`config.mk`:
```
export PLATFORM = sky130hd
export DESIGN_NAME = peripheral_pin_remap
export DESIGN_NICKNAME = d
export VERILOG_FILES = /design/src/core/pin_remap_pkg.sv /design/src/core/pin_out_select.sv /design/src/core/input_select_decode.sv /design/src/core/peripheral_pin_remap.sv
export VERILOG_INCLUDE_DIRS = /design/src /design/src/core
export SDC_FILE = /design/constraint.sdc
export NUM_CORES = 1
export LEC_CHECK = 0
export BUFFER_PORTS_ARGS = -buffer_cell sky130_fd_sc_hd__clkbuf_2
export CAP_MARGIN = 10
export CORE_MARGIN = 5
export CORE_UTILIZATION = 30
export DETAILED_ROUTE_END_ITERATION = 8
export GPL_TIMING_DRIVEN = 0
export PLACE_DENSITY_LB_ADDON = 0.15
export SLEW_MARGIN = 20
export SYNTH_ARGS = -nofsm -noshare
export SYNTH_HDL_FRONTEND = slang
export SYNTH_SLANG_ARGS = --single-unit
```
`constraint.sdc`:
```
create_clock -name pclk -period 5.4 [get_ports pclk]
set_clock_uncertainty 0.05 [all_clocks]
set_input_delay 0.54 -clock pclk [delete_from_list [all_inputs] [get_ports pclk]]
set_output_delay 0.54 -clock pclk [all_outputs]
set_load 0.02 [all_outputs]
```
`src/core/pin_remap_params.svh`:
```
// Offsets, field positions, reset values and codes of the pin remap block
`ifndef PIN_REMAP_PARAMS_SVH
`define PIN_REMAP_PARAMS_SVH
// Register byte offsets
`define OUT_ROUTE_BASE     8'h00
`define IN_ROUTE_BASE      8'h40
`define PORT_LATCH_OFS     8'h80
`define PORT_DIR_OFS       8'h84
`define STATUS_OFS         8'h88
`define ROUTE_ACTIVE_OFS   8'h8c
// Field positions
`define OUT_FIELD_W        6
`define OUT_FIELD_STEP     8
`define IN_FIELD_W         8
`define STATUS_HV_BIT      0
// Reset values
`define OUT_SEL_RESET      6'h00
`define IN_SEL_RESET       8'h00
`define PORT_LATCH_RESET   32'h0000_0000
`define PORT_DIR_RESET     32'hffff_ffff
// Output select codes
`define SEL_NULL           6'h00
`define SEL_SERIAL_TX_ONE  6'h01
`define SEL_SERIAL_TX_TWO  6'h03
`define SEL_SPI_TWO_DATA   6'h08
`define SEL_SPI_TWO_CLOCK  6'h09
`define SEL_SPI_TWO_SELECT 6'h0a
`define SEL_CAN_ONE_TX     6'h0e
`define SEL_COMPARE_ONE    6'h10
`define SEL_COMPARE_TWO    6'h11
`define SEL_COMPARE_THREE  6'h12
`define SEL_COMPARE_FOUR   6'h13
`define SEL_CMP_ONE        6'h18
`define SEL_CMP_TWO        6'h19
`define SEL_CMP_THREE      6'h1a
`define SEL_PWM_SYNC       6'h2d
`define SEL_REF_CLOCK      6'h31
`define SEL_CMP_FOUR       6'h32
`define SEL_CMP_FIVE       6'h33
`define SEL_NIBBLE_ONE     6'h39
`define SEL_NIBBLE_TWO     6'h3a
// Input select codes
`define IN_VIRT_FIRST      8'hb0
`define IN_VIRT_LAST       8'hb5
`define IN_IMPL_MASK       128'hf3c00003_c0000160_b7ffffff_1b1f101e
`endif

```
`src/core/pin_remap_pkg.sv`:
```
// Types shared by the pin remap block
package pin_remap_pkg;
	// Levels of all remappable peripheral outputs
	typedef struct packed {
		logic serial_tx_one, serial_tx_two;
		logic spi_two_data_out, spi_two_clock_out, spi_two_select_out;
		logic can_one_transmit;
		logic compare_out_one, compare_out_two;
		logic compare_out_three, compare_out_four;
		logic comparator_one_out, comparator_two_out, comparator_three_out;
		logic comparator_four_out, comparator_five_out;
		logic pwm_timebase_sync_out, reference_clock_out;
		logic nibble_link_tx_one, nibble_link_tx_two;
	} periph_out_t;
	// Outcome of one pin's output route code
	typedef struct packed {
		logic active;
		logic level;
	} route_pick_t;
	// Outcome of one peripheral input route code
	typedef struct packed {
		logic valid;
		logic level;
	} input_pick_t;
endpackage : pin_remap_pkg

```
`src/core/pin_out_select.sv`:
```
// Output route decoder for one remappable pin
`timescale 1ns/1ps
`default_nettype none
`include "pin_remap_params.svh"
module pin_out_select (
	// Route code and peripheral outputs
	input  wire logic [5:0]                 sel,
	input  wire pin_remap_pkg::periph_out_t po,
	// Chosen output
	output pin_remap_pkg::route_pick_t      pick
);
	// Pick one peripheral output by code
	always_comb begin
		pick.active = 1'b1;
		unique case (sel)
			`SEL_SERIAL_TX_ONE:  pick.level = po.serial_tx_one;
			`SEL_SERIAL_TX_TWO:  pick.level = po.serial_tx_two;
			`SEL_SPI_TWO_DATA:   pick.level = po.spi_two_data_out;
			`SEL_SPI_TWO_CLOCK:  pick.level = po.spi_two_clock_out;
			`SEL_SPI_TWO_SELECT: pick.level = po.spi_two_select_out;
			`SEL_CAN_ONE_TX:     pick.level = po.can_one_transmit;
			`SEL_COMPARE_ONE:    pick.level = po.compare_out_one;
			`SEL_COMPARE_TWO:    pick.level = po.compare_out_two;
			`SEL_COMPARE_THREE:  pick.level = po.compare_out_three;
			`SEL_COMPARE_FOUR:   pick.level = po.compare_out_four;
			`SEL_CMP_ONE:        pick.level = po.comparator_one_out;
			`SEL_CMP_TWO:        pick.level = po.comparator_two_out;
			`SEL_CMP_THREE:      pick.level = po.comparator_three_out;
			`SEL_CMP_FOUR:       pick.level = po.comparator_four_out;
			`SEL_CMP_FIVE:       pick.level = po.comparator_five_out;
			`SEL_PWM_SYNC:       pick.level = po.pwm_timebase_sync_out;
			`SEL_REF_CLOCK:      pick.level = po.reference_clock_out;
			`SEL_NIBBLE_ONE:     pick.level = po.nibble_link_tx_one;
			`SEL_NIBBLE_TWO:     pick.level = po.nibble_link_tx_two;
			default: begin
				// Null and unassigned codes leave the port in charge
				pick.active = 1'b0;
				pick.level  = 1'b0;
			end
		endcase
	end
endmodule : pin_out_select
`default_nettype wire

```
`src/core/input_select_decode.sv`:
```
// Input route decoder: one code picks one pad or virtual pin
`timescale 1ns/1ps
`default_nettype none
`include "pin_remap_params.svh"
module input_select_decode (
	// Route code
	input  wire logic [7:0]            code,
	// Candidate levels
	input  wire logic [127:0]          pad_level,
	input  wire logic [5:0]            virt_level,
	// Chosen level
	output pin_remap_pkg::input_pick_t pick
);
	localparam logic [127:0] IMPL = `IN_IMPL_MASK;

	// Pads by number, virtual pins in their band, all else no pin
	always_comb begin
		pick = '0;
		if (!code[7]) begin
			pick.valid = IMPL[code[6:0]];
			pick.level = IMPL[code[6:0]] & pad_level[code[6:0]];
		end else if (code >= `IN_VIRT_FIRST && code <= `IN_VIRT_LAST) begin
			pick.valid = 1'b1;
			pick.level = virt_level[code[2:0]];
		end
	end
endmodule : input_select_decode
`default_nettype wire

```
`src/core/peripheral_pin_remap.sv`:
```
// Remappable pin multiplexer with APB register access
//
// Local design decisions: the APB interface to the registers and the register offsets.
`timescale 1ns/1ps
`default_nettype none
`include "pin_remap_params.svh"

// How it works
// Each remappable pin has its own 6-bit code choosing one peripheral output.
// Every pin output code resets to zero, leaving the default port function.
// Code 01 drives serial transmitter one, code 03 serial transmitter two.
// Codes 08, 09, 0a drive SPI two data, clock and select outputs.
// Code 0e drives the first CAN controller transmit output.
// Codes 10 to 13 drive output compare units one to four.
// Codes 18, 19, 1a drive comparators one, two and three.
// Codes 32 and 33 drive comparators four and five.
// Code 2d drives PWM time base sync, code 31 the reference clock.
// Codes 39 and 3a drive nibble link transmitters one and two.
// No interlocks; any mapping combination across pins is accepted.
// Input codes below 80 hex select the pad of that number.
// Input codes b0 to b5 select virtual pins 176 to 181.
// Unimplemented input codes select no pin; the input reads low.
// Overvoltage on the core supply tri-states every pin; here only while ce is high, as a low ce freezes the pins as they are.
// Tri-state holds while overvoltage stays, with no software override.
// A dedicated output enabled on a pin beats any remapped output.
// Active remapped or dedicated outputs drive regardless of direction.
// Unassigned output codes behave like the null code.
// Software avoids mapping outputs onto externally tied pins.
module peripheral_pin_remap #(
	parameter int NUM_PINS   = 8,
	parameter int NUM_INPUTS = 4
) (
	// Clock, reset, enable
	input  wire logic                       pclk,
	input  wire logic                       presetn,
	input  wire logic                       ce,
	// APB slave
	input  wire logic                       psel,
	input  wire logic                       penable,
	input  wire logic                       pwrite,
	input  wire logic [7:0]                 paddr,
	input  wire logic [31:0]                pwdata,
	output logic [31:0]                     prdata,
	output logic                            pready,
	output logic                            pslverr,
	// Peripheral outputs to route
	input  wire pin_remap_pkg::periph_out_t periph_out,
	input  wire logic [NUM_PINS-1:0]        dedicated_enable,
	input  wire logic [NUM_PINS-1:0]        dedicated_level,
	// Peripheral inputs fed from pins
	output logic [NUM_INPUTS-1:0]           periph_in,
	// Pin side
	input  wire logic [127:0]               pad_level,
	input  wire logic [5:0]                 virt_level,
	output logic [NUM_PINS-1:0]             pin_out,
	output logic [NUM_PINS-1:0]             pin_oe_n,
	// Supply monitor
	input  wire logic                       core_overvoltage_detect
);
	// ***********************************************************
	// Sizes and checks
	// ***********************************************************
	localparam int NUM_OUT_REGS = NUM_PINS / 2;

	// Refuse sizes the register map cannot hold
	if (NUM_PINS < 2 || NUM_PINS > 32 || (NUM_PINS % 2) != 0) begin : g_bad_pins
		$error("NUM_PINS must be even and between 2 and 32");
	end
	if (NUM_INPUTS < 1 || NUM_INPUTS > 16) begin : g_bad_inputs
		$error("NUM_INPUTS must be between 1 and 16");
	end

	// ***********************************************************
	// State
	// ***********************************************************
	typedef struct packed {
		logic [NUM_PINS-1:0][5:0]   out_sel;
		logic [NUM_INPUTS-1:0][7:0] in_sel;
		logic [NUM_PINS-1:0]        latch;
		logic [NUM_PINS-1:0]        dir;
		logic [NUM_PINS-1:0]        pin_out;
		logic [NUM_PINS-1:0]        pin_oe_n;
		logic [NUM_PINS-1:0]        route_active;
		logic [NUM_INPUTS-1:0]      periph_in;
		logic                       hv;
		logic                       pready;
		logic                       pslverr;
		logic [31:0]                prdata;
	} state_t;

	state_t st_reg;
	state_t st_next;

	// ***********************************************************
	// Route decoders
	// ***********************************************************
	pin_remap_pkg::route_pick_t out_pick [NUM_PINS];
	pin_remap_pkg::input_pick_t in_pick [NUM_INPUTS];

	// One output decoder per pin
	for (genvar p = 0; p < NUM_PINS; p++) begin : g_out
		pin_out_select u_sel (
			.sel  (st_reg.out_sel[p]),
			.po   (periph_out),
			.pick (out_pick[p])
		);
	end

	// One input decoder per peripheral input
	for (genvar i = 0; i < NUM_INPUTS; i++) begin : g_in
		input_select_decode u_dec (
			.code       (st_reg.in_sel[i]),
			.pad_level  (pad_level),
			.virt_level (virt_level),
			.pick       (in_pick[i])
		);
	end

	// ***********************************************************
	// Address decode
	// ***********************************************************
	logic       access;
	logic       commit;
	logic       aligned;
	logic       out_hit;
	logic       in_hit;
	logic       latch_hit;
	logic       dir_hit;
	logic       status_hit;
	logic       active_hit;
	logic       mapped;
	logic [3:0] word_idx;

	// Region and word index from the byte address
	always_comb begin
		access     = psel & penable;
		commit     = access & st_reg.pready;
		aligned    = (paddr[1:0] == 2'h0);
		word_idx   = paddr[5:2];
		out_hit    = aligned && paddr[7:6] == 2'(`OUT_ROUTE_BASE >> 6)
			&& 32'(word_idx) < NUM_OUT_REGS;
		in_hit     = aligned && paddr[7:6] == 2'(`IN_ROUTE_BASE >> 6)
			&& 32'(word_idx) < NUM_INPUTS;
		latch_hit  = (paddr == `PORT_LATCH_OFS);
		dir_hit    = (paddr == `PORT_DIR_OFS);
		status_hit = (paddr == `STATUS_OFS);
		active_hit = (paddr == `ROUTE_ACTIVE_OFS);
		mapped     = out_hit | in_hit | latch_hit | dir_hit
			| status_hit | active_hit;
	end

	// ***********************************************************
	// Read data
	// ***********************************************************
	logic [31:0] rd_word;

	// Mux the addressed register onto a zero-filled word
	always_comb begin
		rd_word = 32'h0000_0000;
		if (out_hit) begin
			for (int f = 0; f < 2; f++) begin
				rd_word[f*`OUT_FIELD_STEP +: `OUT_FIELD_W] =
					st_reg.out_sel[2*word_idx+f];
			end
		end else if (in_hit) begin
			rd_word[`IN_FIELD_W-1:0] = st_reg.in_sel[word_idx];
		end else if (latch_hit) begin
			rd_word[NUM_PINS-1:0] = st_reg.latch;
		end else if (dir_hit) begin
			rd_word[NUM_PINS-1:0] = st_reg.dir;
		end else if (status_hit) begin
			rd_word[`STATUS_HV_BIT] = st_reg.hv;
		end else if (active_hit) begin
			rd_word[NUM_PINS-1:0] = st_reg.route_active;
		end
	end

	// ***********************************************************
	// Next state
	// ***********************************************************
	always_comb begin
		st_next = st_reg;

		// Bus answer: one wait cycle, then a one-cycle ready
		st_next.pready = 1'b0;
		if (access && !st_reg.pready) begin
			st_next.pready  = 1'b1;
			st_next.pslverr = ~mapped;
			st_next.prdata  = pwrite ? 32'h0000_0000 : rd_word;
		end else begin
			st_next.pslverr = 1'b0;
			st_next.prdata  = 32'h0000_0000;
		end

		// Writes land at the completing edge, any value accepted
		if (commit && pwrite) begin
			if (out_hit) begin
				for (int f = 0; f < 2; f++) begin
					st_next.out_sel[2*word_idx+f] =
						pwdata[f*`OUT_FIELD_STEP +: `OUT_FIELD_W];
				end
			end
			if (in_hit) begin
				st_next.in_sel[word_idx] = pwdata[`IN_FIELD_W-1:0];
			end
			if (latch_hit) begin
				st_next.latch = pwdata[NUM_PINS-1:0];
			end
			if (dir_hit) begin
				st_next.dir = pwdata[NUM_PINS-1:0];
			end
		end

		// Supply monitor level, sampled each cycle that ce is high
		st_next.hv = core_overvoltage_detect;

		// Pin drive with its priority order
		for (int p = 0; p < NUM_PINS; p++) begin
			st_next.route_active[p] = out_pick[p].active;
			if (core_overvoltage_detect) begin
				// Only the low-enable freeze below overrides the forced tri-state
				st_next.pin_oe_n[p] = 1'b1;
				st_next.pin_out[p]  = 1'b0;
			end else if (dedicated_enable[p]) begin
				st_next.pin_oe_n[p] = 1'b0;
				st_next.pin_out[p]  = dedicated_level[p];
			end else if (out_pick[p].active) begin
				st_next.pin_oe_n[p] = 1'b0;
				st_next.pin_out[p]  = out_pick[p].level;
			end else begin
				// Default port: direction low drives the latch
				st_next.pin_oe_n[p] = st_reg.dir[p];
				st_next.pin_out[p]  = st_reg.latch[p] & ~st_reg.dir[p];
			end
		end

		// Peripheral inputs; no pin reads as low
		for (int i = 0; i < NUM_INPUTS; i++) begin
			st_next.periph_in[i] = in_pick[i].valid
				& in_pick[i].level;
		end

		// Low enable freezes everything
		if (!ce) begin
			st_next = st_reg;
		end
	end

	// ***********************************************************
	// State register
	// ***********************************************************
	always_ff @(posedge pclk or negedge presetn) begin
		if (!presetn) begin
			st_reg          <= '0;
			st_reg.out_sel  <= {NUM_PINS{`OUT_SEL_RESET}};
			st_reg.in_sel   <= {NUM_INPUTS{`IN_SEL_RESET}};
			st_reg.latch    <= NUM_PINS'(`PORT_LATCH_RESET);
			st_reg.dir      <= NUM_PINS'(`PORT_DIR_RESET);
			st_reg.pin_oe_n <= {NUM_PINS{1'b1}};
		end else begin
			st_reg <= st_next;
		end
	end

	// ***********************************************************
	// Outputs
	// ***********************************************************
	// All outputs straight from the state register
	assign prdata    = st_reg.prdata;
	assign pready    = st_reg.pready;
	assign pslverr   = st_reg.pslverr;
	assign pin_out   = st_reg.pin_out;
	assign pin_oe_n  = st_reg.pin_oe_n;
	assign periph_in = st_reg.periph_in;

endmodule : peripheral_pin_remap
`default_nettype wire

```
==> run_results.csv <==
group,metric,value,unit
critical_path,reg2reg_depth,11,
critical_path,critPathMaxFanout,10,
place,place_inst,2234,
synthesis,synth_area_per_cell,10.2,sq um
synthesis,synth_edf_count,0,
synthesis,yosysWarnings,0,
route,vias,13584,
cts,cts_setup_buffers,0,
global_route,grtUsageTotal,24.2,%
place,placed_area,16100,sq um
synthesis,synthArstFlopShare,100,%
finish,drive_gt1_share,35.4,%
synthesis,synth_seq_area_share,25.1,%
cts,clock_sinks,141,
finish,stdcell_count,2267,
cts,clockRootBuffer,"clkbuf_16",
die,start_util,30.4,%
power,cellPowerDensity,179,nW/um^2
sta,tightest_slew,1.14,ns
finish,num-nets-final,1890,
finish,fillCellCount,4750,
critical_path,start_kind,"register",
route,dr.pass1.iters,6,
die,fp.dieW,227,microns
global_route,grt_pass1_vias,13540,
sta,rsz0062_at_grt,"no",
sta,whs,0.0327,ns
sta,drv_slew,0,
global_route,grt_max_degree,86,
sta,hold_viol_final,0,
synthesis,syn-cell-area,14100,sq um
cts,cts_tree,"built",
global_route,grt_pass1_wl,92.3,mm
global_route,antenna_found_initial,3,
job,maxCapViolations,0,
die,die_h,227,microns
synthesis,yosys_register_bits,141,
route,wl_per_cell,28.1,microns
cts,htree_levels,4,
hold_path,hp-class,"primary input to async pin",
power,leakagePower,0.00710,uW
critical_path,r2r-start,"st_reg[80]",
die,boundaryPins,270,
cts,cts_resized,0,
critical_path,crit_type,"register to register",
critical_path,critical_path.endpoint_type,"register",
route,remaining_drc_errors,0,
cts,cts_buffers,17,
critical_path,cp.arrival,4.11,ns
finish,area.growth.synth_to_final,18.6,%
sta,finalSetupTns,0,ns
cts,clk_latency,0.44,ns
finish,largest_reg_flops,105,
route,drt-total-wl,63.7,mm
finish,final_core_util,36.0,%
global_route,gr-total-overflow,0,
sta,setup_violations,0,
place,place_congestion,0.941,
die,rows,79,
cts,cts.path.max_buffers,2,
finish,layout_commonest_cell,"clkbuf_2",
synthesis,synthCells,1391,
sta,period_share,72.1,%
finish,mostFrequentLayoutCells,"clkbuf_2, mux4_2, dfrtp_1",
finish,design_area,16800,sq um
critical_path,cp.required,5.62,ns
route,viasPerCell,5.99,
route,drt_iter0_drc,1228,
sta,max_freq,257,MHz
place,hpwl,48.2,mm
critical_path,r2r_slack,1.51,ns
cts,clkTransAtPathRegs,0.07,ns
power,ir_drop,0.151,mV
route,antenna_left,0,
cts,cts_hold_buf,0,
synthesis,synth_ff_type,"dfrtp_1",
die,dieArea,51600,sq um
sta,post-route-min-period,3.89,ns
critical_path,r2r-end,"periph_in[0]",
synthesis,yosysUniqueCellTypes,73,
sta,slew-limit-headroom,23.9,%
die,design.core.area,46600,sq um
run_status,status,"finished, final reports clean",
place,io_buffers,218,
[critical path, stage by stage (launching register included)]
cell and delay [ns]:
dfrtp_1 0.38, buf_2 0.25, buf_1 0.69, inv_1 0.20, ha_1 0.29, ha_1 0.28, mux4_2 0.45, nor2_1 0.11
nor3_1 0.08, o21a_1 0.13, o41ai_1 0.62, a31oi_1 0.19
[cells by family (layout without fill, tap and decap cells)]
family,count (synthesis),count (layout),share of synthesized area [%]
and+or+nand+nor,361,361,13.1
other,1,19,0.0265
AOI/OAI and AO/OA,302,302,14.3
DFF,141,141,25.1
muxes,318,318,36.8
buffers and inverters,240,491,8.24
adders and majority gates,28,28,2.48
[worst max-delay path by stage]
stage               startpoint      endpoint  slack (ns)  cells past startpoint
CTS                 st_reg[79]  periph_in[0]        1.64                     12
floorplan           st_reg[79]  periph_in[0]        2.53                     12
global route        st_reg[79]  periph_in[0]        1.47                     12
global placement       presetn    st_reg[42]        1.02                      1
finish              st_reg[80]  periph_in[0]        1.51                     11
detailed placement  st_reg[79]  periph_in[0]        1.69                     12
[per-stage QoR]
stage               setup slack [ns]  total power, uW
detailed placement              1.69             1600
CTS                             1.64             3030
finish                          1.51             3010
global route                    1.47             3100
floorplan                       2.53             1340
global placement                1.02             1600
[layout make-up]
class	count	area [sq um]	share of cell area (%)
diodes	1	2.50	0.0149
plain buffers	187	966	5.76
clock buffers	21	440	2.63
clock inverters	11	240	1.43
inverters	53	199	1.19
multi-input cells	1027	9490	56.6
flip-flops and latches	141	3550	21.2
well taps	607	759	4.53
repair buffers	219	1130	6.72
[synth_stat cells, types with 4 or more instances]
cell type  count  area (sq um)
a211oi_1      11          82.6
a21oi_1       69           345
a221oi_1       8          70.1
a22o_1        10          87.6
a22oi_1       16           120
a311oi_1       5          43.8
a31oi_1       17           106
a32oi_1        7          61.3
a41oi_1        7          61.3
and3_1         4          25.0
buf_1         18          67.6
buf_2         19          95.1
buf_4         57           428
clkbuf_1      89           334
dfrtp_1      125          3130
dfstp_2       16           420
ha_1          28           350
inv_1         48           180
inv_2          4          15.0
mux2_2       104          1170
mux2i_1       67           671
mux4_1        13           342
mux4_2       134          3020
nand2_1       88           330
nand2b_1      10          62.6
nand3_1       43           215
nand3b_1      21           158
nand4_1       10          62.6
nand4b_1       4          35.0
nor2_1        81           304
nor2b_1       29           181
nor3_1        25           125
nor3b_1       18           135
nor4_1         5          31.3
nor4b_1        7          61.3
o2111ai_1      5          43.8
o211ai_1      13          97.6
o21a_1         7          52.6
o21ai_0       58           290
o22ai_1       18           113
o2bb2ai_1     15           131
o311ai_0       5          43.8
o41ai_1        4          35.0
[per-layer routing]
| layer | track usage [%] | up-vias | part of all wire, % |
|---|---|---|---|
| met3 | 4.27 | 125 | 7.5 |
| li1 | - | 5837 | - |
| met4 | 9.28 | 2 | 3.8 |
| met5 | 0 | - | 0.031 |
| met1 | 31.0 | 6888 | 40 |
| met2 | 41.0 | 732 | 49 |
[power by group]
part	switching (uW)	total, uW	internal, uW
Sequential	10.5	1090	1080
Clock	505	1420	914
Combinational	294	504	210
Note: power is estimated with default switching activity, not from simulation.
